`config.mk`:
```
export PLATFORM = sky130hd
export DESIGN_NAME = fms_guard
export DESIGN_NICKNAME = d
export VERILOG_FILES = /design/src/verilog/fms_pkg.sv /design/src/verilog/fms_guard.sv
export SDC_FILE = /design/constraint.sdc
export NUM_CORES = 1
export LEC_CHECK = 0
export BUFFER_PORTS_ARGS = -buffer_cell sky130_fd_sc_hd__buf_2
export CORE_AREA = 2 2 189 210
export CTS_BUF_LIST = sky130_fd_sc_hd__clkbuf_4
export CTS_CLUSTER_DIAMETER = 100
export DETAILED_ROUTE_END_ITERATION = 10
export DIE_AREA = 0 0 191 212
export GPL_TIMING_DRIVEN = 0
export PLACE_DENSITY = 0.54
export REMOVE_ABC_BUFFERS = 1
export SYNTH_ARGS = -nofsm -noshare
export SYNTH_HDL_FRONTEND = slang
export SYNTH_SLANG_ARGS = --single-unit
```
`constraint.sdc`:
```
create_clock -name clock_i -period 2.92 [get_ports clock_i]
set_input_delay 0 -clock clock_i [delete_from_list [all_inputs] [get_ports clock_i]]
set_output_delay 0 -clock clock_i [all_outputs]
set_load 0.05 [all_outputs]
```
`src/verilog/fms_pkg.sv`:
```
// package of constants and types for the flash array switch and erase guard
// assumes one 200 MHz clock and a cpu that drives a plain register port
package fms_pkg;

	localparam logic [7:0]  OFS_ARRAY_SELECT   = 8'h00;
	localparam logic [7:0]  OFS_DOWNLOAD_TGT   = 8'h04;
	localparam logic [7:0]  OFS_CODE_CTRL      = 8'h08;
	localparam logic [7:0]  OFS_FLASH_KEY      = 8'h0c;
	localparam logic [7:0]  OFS_DATA_POINTER   = 8'h10;
	localparam logic [7:0]  OFS_IRQ_STATUS     = 8'h14;
	localparam logic [7:0]  OFS_IRQ_MASK       = 8'h18;

	localparam int          BIT_DL_REQUEST     = 0;
	localparam int          BIT_PROG_START     = 1;
	localparam int          BIT_ERASE_START    = 2;
	localparam int          BIT_DL_FAIL        = 4;
	localparam int          BIT_OP_FAIL        = 5;
	localparam int          BIT_BUSY           = 7;

	localparam int          IRQ_DL_DONE        = 0;
	localparam int          IRQ_OP_DONE        = 1;
	localparam int          IRQ_ERROR          = 2;

	localparam logic [7:0]  SEL_USER_BOOT      = 8'haa;
	localparam logic [7:0]  SEL_USER           = 8'h00;
	localparam logic [7:0]  KEY_DOWNLOAD       = 8'ha5;
	localparam logic [7:0]  KEY_OPERATE        = 8'h5a;
	localparam logic [7:0]  KEY_CLEAR          = 8'h00;

	localparam logic [31:0] RST_DOWNLOAD_TGT   = 32'h0000_0000;
	localparam logic [31:0] RST_DATA_POINTER   = 32'h0000_0000;
	localparam logic [2:0]  RST_IRQ_MASK       = 3'h0;

	localparam int          CLOCK_MHZ          = 200;
	localparam int          RESET_LONG_US      = 100;
	localparam int          RESET_LONG_CYCLES  = RESET_LONG_US * CLOCK_MHZ;
	localparam int          STACK_BYTES        = 128;

	typedef enum logic [1:0] {
		FMS_ARR_USER,
		FMS_ARR_BOOT,
		FMS_ARR_EMBED
	} fms_array_t;

	typedef struct packed {
		logic        wr;
		logic        rd;
		logic [7:0]  addr;
		logic [31:0] wdata;
	} fms_reg_req_t;

	typedef struct packed {
		logic        valid;
		logic [31:0] addr;
	} fms_fetch_t;

	typedef struct packed {
		logic        we;
		logic [31:0] addr;
		logic [31:0] data;
	} fms_ram_wr_t;

endpackage : fms_pkg

```
`src/verilog/fms_guard.sv`:
```
// flash array switch, download and erase guard with register port
// assumes the cpu keeps its code in ram while flash access is forbidden
//
// Implementation choices: the placing of the registers and the address-and-strobe port.
`timescale 1ns/10ps
module fms_guard #(
	parameter int SWITCH_CYCLES = 8,
	parameter int OP_CYCLES     = 64,
	parameter int DL_WORDS      = 64,
	parameter logic [31:0] FLASH_BASE = 32'h0000_0000,
	parameter logic [31:0] FLASH_SIZE = 32'h0004_0000
) (
	// clock and reset
	input  wire logic               clock_i,
	input  wire logic               srst_i,
	// mode strap
	input  wire logic               user_boot_mode_i,
	// register port
	input  wire fms_pkg::fms_reg_req_t reg_i,
	output logic [31:0]             reg_rdata_o,
	// cpu flash fetches
	input  wire fms_pkg::fms_fetch_t fetch_i,
	output logic                    fetch_grant_o,
	output logic                    fetch_stall_o,
	output logic                    access_ok_o,
	// array selection and operation state
	output fms_pkg::fms_array_t     array_sel_o,
	output logic                    op_busy_o,
	output logic                    op_erase_o,
	// embedded storage read and ram copy
	output logic [15:0]             emb_addr_o,
	output logic                    emb_re_o,
	input  wire logic [31:0]        emb_rdata_i,
	output fms_pkg::fms_ram_wr_t    ram_wr_o,
	// interrupt
	output logic                    irq_o
);
	import fms_pkg::*;

	typedef enum logic [2:0] {
		ST_IDLE,
		ST_SWITCH,
		ST_DOWNLOAD,
		ST_OPERATE,
		ST_LOCKED
	} fms_state_t;

	fms_state_t  state;
	fms_state_t  next_state;
	logic [15:0] count;
	logic [15:0] next_count;
	logic [7:0]  array_select;
	logic [31:0] download_target;
	logic [7:0]  flash_key;
	logic [31:0] data_pointer;
	logic        dl_fail;
	logic        op_fail;
	logic [2:0]  irq_status;
	logic [2:0]  irq_mask;

	wire wr_sel  = reg_i.wr && reg_i.addr == OFS_ARRAY_SELECT;
	wire wr_tgt  = reg_i.wr && reg_i.addr == OFS_DOWNLOAD_TGT;
	wire wr_ctl  = reg_i.wr && reg_i.addr == OFS_CODE_CTRL;
	wire wr_key  = reg_i.wr && reg_i.addr == OFS_FLASH_KEY;
	wire wr_ptr  = reg_i.wr && reg_i.addr == OFS_DATA_POINTER;
	wire wr_ists = reg_i.wr && reg_i.addr == OFS_IRQ_STATUS;
	wire wr_imsk = reg_i.wr && reg_i.addr == OFS_IRQ_MASK;

	wire idle      = state == ST_IDLE;
	wire sel_valid = reg_i.wdata[7:0] == SEL_USER_BOOT ||
	                 reg_i.wdata[7:0] == SEL_USER;
	wire sw_start  = idle && wr_sel && user_boot_mode_i && sel_valid;
	wire dl_req    = idle && wr_ctl && reg_i.wdata[BIT_DL_REQUEST];
	wire dl_ok     = dl_req && flash_key == KEY_DOWNLOAD;
	wire prog_req  = idle && wr_ctl && !reg_i.wdata[BIT_DL_REQUEST] &&
	                 reg_i.wdata[BIT_PROG_START];
	wire erase_req = idle && wr_ctl && !reg_i.wdata[BIT_DL_REQUEST] &&
	                 !reg_i.wdata[BIT_PROG_START] &&
	                 reg_i.wdata[BIT_ERASE_START];
	wire ptr_in_flash = data_pointer >= FLASH_BASE &&
	                    data_pointer - FLASH_BASE < FLASH_SIZE;
	wire key_op    = flash_key == KEY_OPERATE;
	wire prog_ok   = prog_req && key_op && !ptr_in_flash;
	wire erase_ok  = erase_req && key_op;
	wire op_bad    = (prog_req && !prog_ok) || (erase_req && !erase_ok);
	wire last_cnt_sw = count == 16'(SWITCH_CYCLES - 1);
	wire last_cnt_dl = count == 16'(DL_WORDS - 1);
	wire last_cnt_op = count == 16'(OP_CYCLES - 1);
	wire sw_done   = state == ST_SWITCH && last_cnt_sw;
	wire dl_done   = state == ST_DOWNLOAD && last_cnt_dl;
	wire op_done   = state == ST_OPERATE && last_cnt_op;
	wire key_clr   = wr_key && reg_i.wdata[7:0] == KEY_CLEAR;
	wire [2:0] irq_event = {op_bad || (dl_req && !dl_ok), op_done, dl_done};
	wire [2:0] next_irq_status =
	           (irq_status & ~(wr_ists ? reg_i.wdata[2:0] : 3'h0)) |
	           irq_event;
	wire next_access_ok = next_state == ST_IDLE;
	wire boot_sel  = array_select == SEL_USER_BOOT;

	// state sequencing
	always_comb begin
		next_state = state;
		next_count = count + 16'h0001;
		unique case (state)
			ST_IDLE: begin
				next_count = 16'h0000;
				if (sw_start) begin
					next_state = ST_SWITCH;
				end else if (dl_ok) begin
					next_state = ST_DOWNLOAD;
				end else if (prog_ok || erase_ok) begin
					next_state = ST_OPERATE;
				end
			end
			ST_SWITCH: begin
				if (sw_done) begin
					next_state = ST_IDLE;
				end
			end
			ST_DOWNLOAD: begin
				if (dl_done) begin
					next_state = ST_IDLE;
				end
			end
			ST_OPERATE: begin
				if (op_done) begin
					next_state = ST_LOCKED;
				end
			end
			ST_LOCKED: begin
				next_count = 16'h0000;
				if (key_clr) begin
					next_state = ST_IDLE;
				end
			end
		endcase
	end

	always_ff @(posedge clock_i) begin
		if (srst_i) begin
			state <= ST_IDLE;
			count <= 16'h0000;
		end else begin
			state <= next_state;
			count <= next_count;
		end
	end

	// software registers
	always_ff @(posedge clock_i) begin
		if (srst_i) begin
			array_select    <= user_boot_mode_i ? SEL_USER_BOOT
			                                    : SEL_USER;
			download_target <= RST_DOWNLOAD_TGT;
			flash_key       <= KEY_CLEAR;
			data_pointer    <= RST_DATA_POINTER;
			irq_mask        <= RST_IRQ_MASK;
		end else begin
			if (sw_start) begin
				array_select <= reg_i.wdata[7:0];
			end
			if (wr_tgt && idle) begin
				download_target <= reg_i.wdata;
			end
			if (wr_key) begin
				flash_key <= reg_i.wdata[7:0];
			end
			if (wr_ptr && idle) begin
				data_pointer <= reg_i.wdata;
			end
			if (wr_imsk) begin
				irq_mask <= reg_i.wdata[2:0];
			end
		end
	end

	// result flags, set on each request, sticky until the next one
	always_ff @(posedge clock_i) begin
		if (srst_i) begin
			dl_fail    <= 1'b0;
			op_fail    <= 1'b0;
			irq_status <= 3'h0;
			irq_o      <= 1'b0;
		end else begin
			if (dl_req) begin
				dl_fail <= !dl_ok;
			end
			if (prog_req || erase_req) begin
				op_fail <= op_bad;
			end
			irq_status <= next_irq_status;
			irq_o      <= |(next_irq_status & irq_mask);
		end
	end

	// register read data, one cycle after the strobe
	wire [31:0] ctl_read = 32'({(state != ST_IDLE), 1'b0, op_fail,
	                            dl_fail, 4'h0});
	logic [31:0] rd_mux;
	always_comb begin
		rd_mux = 32'h0000_0000;
		unique case (reg_i.addr)
			OFS_ARRAY_SELECT: rd_mux = {24'h00_0000, array_select};
			OFS_DOWNLOAD_TGT: rd_mux = download_target;
			OFS_CODE_CTRL:    rd_mux = ctl_read;
			OFS_FLASH_KEY:    rd_mux = {24'h00_0000, flash_key};
			OFS_DATA_POINTER: rd_mux = data_pointer;
			OFS_IRQ_STATUS:   rd_mux = {29'h0, irq_status};
			OFS_IRQ_MASK:     rd_mux = {29'h0, irq_mask};
			default:          rd_mux = 32'h0000_0000;
		endcase
	end

	always_ff @(posedge clock_i) begin
		if (srst_i) begin
			reg_rdata_o <= 32'h0000_0000;
		end else begin
			reg_rdata_o <= reg_i.rd ? rd_mux : 32'h0000_0000;
		end
	end

	// fetch guard and array selection
	always_ff @(posedge clock_i) begin
		if (srst_i) begin
			access_ok_o   <= 1'b1;
			fetch_grant_o <= 1'b0;
			fetch_stall_o <= 1'b0;
			array_sel_o   <= user_boot_mode_i ? FMS_ARR_BOOT : FMS_ARR_USER;
			op_busy_o     <= 1'b0;
			op_erase_o    <= 1'b0;
		end else begin
			access_ok_o   <= next_access_ok;
			fetch_grant_o <= fetch_i.valid && idle;
			fetch_stall_o <= fetch_i.valid && !idle;
			if (next_state == ST_DOWNLOAD) begin
				array_sel_o <= FMS_ARR_EMBED;
			end else if (sw_start) begin
				array_sel_o <= reg_i.wdata[7:0] == SEL_USER_BOOT ?
				               FMS_ARR_BOOT : FMS_ARR_USER;
			end else if (state == ST_DOWNLOAD) begin
				array_sel_o <= boot_sel ? FMS_ARR_BOOT : FMS_ARR_USER;
			end
			op_busy_o <= next_state == ST_OPERATE;
			if (idle) begin
				op_erase_o <= erase_ok;
			end
		end
	end

	// routine copy from embedded storage to ram
	always_ff @(posedge clock_i) begin
		if (srst_i) begin
			emb_addr_o <= 16'h0000;
			emb_re_o   <= 1'b0;
			ram_wr_o   <= '0;
		end else begin
			emb_addr_o    <= next_state == ST_DOWNLOAD ? next_count : 16'h0000;
			emb_re_o      <= next_state == ST_DOWNLOAD;
			ram_wr_o.we   <= emb_re_o;
			ram_wr_o.addr <= download_target + {14'h0000, emb_addr_o, 2'b00};
			ram_wr_o.data <= emb_rdata_i;
		end
	end

	stall_off_idle_a: assert property (@(posedge clock_i) disable iff (srst_i)
		!idle |=> !fetch_grant_o)
		else $error("fetch granted while flash access forbidden");

	ok_follows_state_a: assert property (@(posedge clock_i)
		disable iff (srst_i) (state == ST_OPERATE) |-> !access_ok_o)
		else $error("access allowed during operation");

	embed_in_dl_a: assert property (@(posedge clock_i) disable iff (srst_i)
		state == ST_DOWNLOAD |-> array_sel_o == FMS_ARR_EMBED)
		else $error("embedded array not selected in download");

	ram_copy_addr_a: assert property (@(posedge clock_i)
		disable iff (srst_i) ram_wr_o.we |-> ram_wr_o.addr ==
		$past(download_target) + {14'h0000, $past(emb_addr_o), 2'b00})
		else $error("ram copy address off download target");

	lock_until_key_a: assert property (@(posedge clock_i)
		disable iff (srst_i)
		state == ST_LOCKED && !key_clr |=> state == ST_LOCKED)
		else $error("lock left without clearing the key");

	ptr_flash_err_a: assert property (@(posedge clock_i) disable iff (srst_i)
		prog_req && ptr_in_flash |=> op_fail && idle && irq_status[2])
		else $error("program with flash data pointer not refused");

	dl_key_check_a: assert property (@(posedge clock_i) disable iff (srst_i)
		dl_req && flash_key != KEY_DOWNLOAD |=> dl_fail && idle)
		else $error("download started without download key");

	boot_reset_sel_a: assert property (@(posedge clock_i)
		$past(srst_i) && $past(user_boot_mode_i) && !srst_i |->
		array_select == SEL_USER_BOOT)
		else $error("user boot reset did not select boot array");

	set_wins_clr_a: assert property (@(posedge clock_i) disable iff (srst_i)
		dl_done && wr_ists && reg_i.wdata[0] |=> irq_status[0])
		else $error("download done event lost on clear");

	switch_len_a: assert property (@(posedge clock_i) disable iff (srst_i)
		sw_start |=> (state == ST_SWITCH)[*8] ##1 idle)
		else $error("array switch window wrong length");

endmodule : fms_guard

```
==> metrics.md <==
| Metric | Value |
|---|---|
| Status | completed |
| Launch point of the worst path | state[2] |
| Vert. Die Dim | 212 µm |
| Synth Area in Adders | 2.45% |
| Asr flop ratio synth | 0% |
| Avg Inst Size Synth | 8.95 µm² |
| Placed Instances | 1705 |
| # nets final | 1528 |
| Post-DRT Antenna Nets | 0 |
| Pwr per Cell Area | 491 nW/µm² |
| Largest net degree at the start of global routing | 99 |
| GPL Wtd Cong | 0.853 |
| TritonRoute pass-1 iters | 6 |
| Fin crit share | 95.7% |
| Clock Pin Slew Worst Setup and Hold Paths | 0.07 ns |
| Reg2reg start | state[2] |
| Crit path launch type | flip-flop |
| Min-delay src | reg_i[14] |
| Main combinational cell family by area after synthesis | simple AND/OR/NAND/NOR gates |
| Hold Violations, Final | 0 |
| Reg-to-reg slack, setup | 0.13 ns |
| Non-Filler Instances | 1954 |
| All-layer global routing usage | 15.3% |
| Via count | 9009 |
| Die W | 191 µm |
| Compound-Gate Fraction of Synth Area | 14.5% |
| Remaining Overflow, GRT | 0 |
| Fin util | 34.1% |
| Fillers | 3990 |
| Clock Path Buffers | 3 |
| Number of synthesized flops with an enable pin | 10 |
| Vias in the first global route | 9101 |
| Worst R2R Path Depth | 6 |
| Most common cell after layout, fill and taps aside | dfxtp_1 |
| DR iter-0 viols | 483 |
| DP HPWL | 20700 µm |
| CP arrival | 3.33 ns |
| Final Skew | 0.0415 ns |
| Num rows | 76 |
| Number of synthesis warnings | 0 |
| Area contributors post-synth | dfxtp_1, nand2_1, a21oi_1, nor2b_1, nor2_1 |
| Max Fanout on Critical Path | 17 |
| Starting Density | 24.6% |
| Setup CP Type | reg2reg |
| # port buffers | 199 |
| Layout cell share with drive strength beyond 1 | 23.9% |
| Fin crit period | 2.79 ns |
| Initial antenna violation count | 1 |
| First-pass GRT wire length | 48400 µm |
| Max VDD drop | 0.000203 V |
| Number of top-level pins | 232 |
| Synth cell types | 70 |
| Xor/xnor cell area share of the yosys netlist | 2.12% |
| Final Max Slew Viols | 0 |
| Leak | 5.22 nW |
| CTS buffer count | 60 |
| Die area | 40500 µm² |
| Critical path required time | 3.46 ns |
| Mapped Cells | 1059 |
| Highest-delay cell along the critical path | nor4_1 |
| Max-Cap Viols | 0 |
| Hold depth | 4 |
| Most common flop cell mapped by yosys | dfxtp_1 |
| Synth Cell Area | 9480 µm² |
| CP max stage delay | 0.61 ns |
| Routed wire per std cell | 16.2 µm |
| Clock latency on the worst-skew pair | 0.72 ns |
| CTS H-Tree Depth | 2 |
| Root Driver | clkbuf_4 |
| Yosys top cell by area | dfxtp_1 |
| Mux contribution to synthesized area | 2.32% |
| Hold EP | download_target[14] |
| Tightest Pin Transition | 1.08 ns |
| Layout area overhead | 38.6% |
| Most frequent cells in the layout | dfxtp_1, buf_2, nand2_1 |
| Slew HR | 28.2% |
| Post-Synth Simple-Gate Area | 25.8% |
| Post-synth top area share | 46.2% |
| Final Setup Violations | 0 |
| WHS | 0.0785 ns |
| CTS tree | built |
| Clk sink count | 229 |
| Setup crit end kind | flip-flop |
| Hold WC Path Type | in2reg |
| FF-to-FF End | array_sel_o[1] |
| RSZ-0062 raised after global routing | yes |
| Seq/Total Area, Yosys | 49.4% |
| Core Area | 38500 µm² |
| Max Clk Rate | 358 MHz |
| Wirelength, routed | 31600 µm |
| Yosys reg bits | 229 |
| Vias per inst | 4.61 |
| Crit path cell chain | nor4b_4 > nand2_1 > nor4_1 > a311o_2 > nand4b_4 > nor2_1 |
| DRC | 0 |
==> critical path: cells and delay by family (launching register included) <==
family          cells  cell delay [ns]
simple gates        5             1.96
flops               1             0.41
compound gates      1             0.26
==> cell type report <==
type / instances / area [µm²] / area share (%)
Antenna cell: 1 / 2.50 / 0.0190
Inverter: 15 / 56.3 / 0.428
Clock buffer: 82 / 616 / 4.68
Sequential cell: 229 / 4690 / 35.7
Clock inverter: 26 / 129 / 0.981
Multi-Input combinational cell: 750 / 4510 / 34.3
Timing Repair Buffer: 344 / 2510 / 19.1
Tap cell: 507 / 634 / 4.83
==> cells in the mapped netlist, drive strengths merged (4+ instances only) <==
| cell type | instances |
|---|---|
| o21ai | 33 |
| xnor2 | 10 |
| o211ai | 5 |
| nor4b | 16 |
| a311oi | 6 |
| inv | 15 |
| mux2i | 4 |
| a21oi | 91 |
| and2 | 10 |
| nand2 | 179 |
| dfxtp | 219 |
| buf | 15 |
| or4 | 4 |
| nor4 | 10 |
| a21o | 6 |
| and4 | 5 |
| o21a | 4 |
| nor3b | 5 |
| nand2b | 12 |
| clkbuf | 50 |
| ha | 17 |
| nor2 | 89 |
| nor3 | 32 |
| nor2b | 55 |
| o311ai | 6 |
| nand3 | 20 |
| a22oi | 39 |
| nand4 | 14 |
| xor2 | 13 |
| a31oi | 4 |
| and3 | 10 |
| mux2 | 16 |
| edfxtp | 10 |
==> worst max path at each step <==
stage / end / slack, ns
CTS: array_sel_o[0] / 0.004
floorplan: data_pointer[0] / 0.05
detailed placement: ram_wr_o[54] / -0.06
finish: array_sel_o[1] / 0.13
global placement: emb_addr_o[14] / -3.00
global route: emb_addr_o[7] / -0.008
==> what timing repair did <==
action	CTS	global route
hold buffers	140	0
endpoints found under the setup margin	4	10
buffers inserted	0	0
pin swaps	0	2
endpoints found under the hold margin	164	0
resized for setup	1	5
==> metrics by stage <==
| stage | worst slack (ns) | cell area, µm² | power, mW | TNS [ns] |
|---|---|---|---|---|
| floorplan | 0.0495 | 9210 | 3.45 | 0 |
| global placement | -3.00 | 10800 | 3.63 | -321.67 |
| detailed placement | -0.0648 | 11000 | 3.64 | -0.132 |
| CTS | 0.00359 | 13100 | 6.57 | 0 |
| global route | -0.00790 | 13100 | 6.78 | -0.00790 |
| finish | 0.125 | 13100 | 6.46 | 0 |
==> kinds of logic after synthesis <==
group	after synthesis
AOI/OAI and AO/OA	216
xor gates and xnor gates	23
adders and majority gates	18
buffers and inverters	80
DFF	229
muxes	20
and+or+nand+nor	473
==> metal layers <==
layer | global-route usage (%) | share of wire, % | wire length [µm] | vias to the layer above
met5 | 0 | 0 | 0 | -
met4 | 6.79 | 2.8 | 897 | 0
met3 | 3.50 | 5.9 | 1870 | 60
met2 | 27.4 | 50 | 15900 | 274
met1 | 17.2 | 41 | 13000 | 4226
li1 | - | - | - | 4449
==> state kept, by name, indices dropped and copies added, names as in the netlist <==
name	flops
fetch_stall_o	1
irq_mask	3
access_ok_o	1
op_erase_o	1
fetch_grant_o	1
count	16
reg_rdata_o	32
irq_o	1
op_fail	1
download_target	32
data_pointer	32
array_select	8
emb_addr_o	16
array_sel_o	2
ram_wr_o	65
irq_status	3
emb_re_o	1
flash_key	8
state	3
dl_fail	1
op_busy_o	1
==> report_power, final <==
group / switching, mW / internal, mW / total (mW)
Combinational: 0.289 / 0.220 / 0.509
Clock: 1.35 / 1.39 / 2.74
Sequential: 0.0195 / 3.19 / 3.21
Total: 1.66 / 4.80 / 6.46
(Power assumes the default switching activity.)
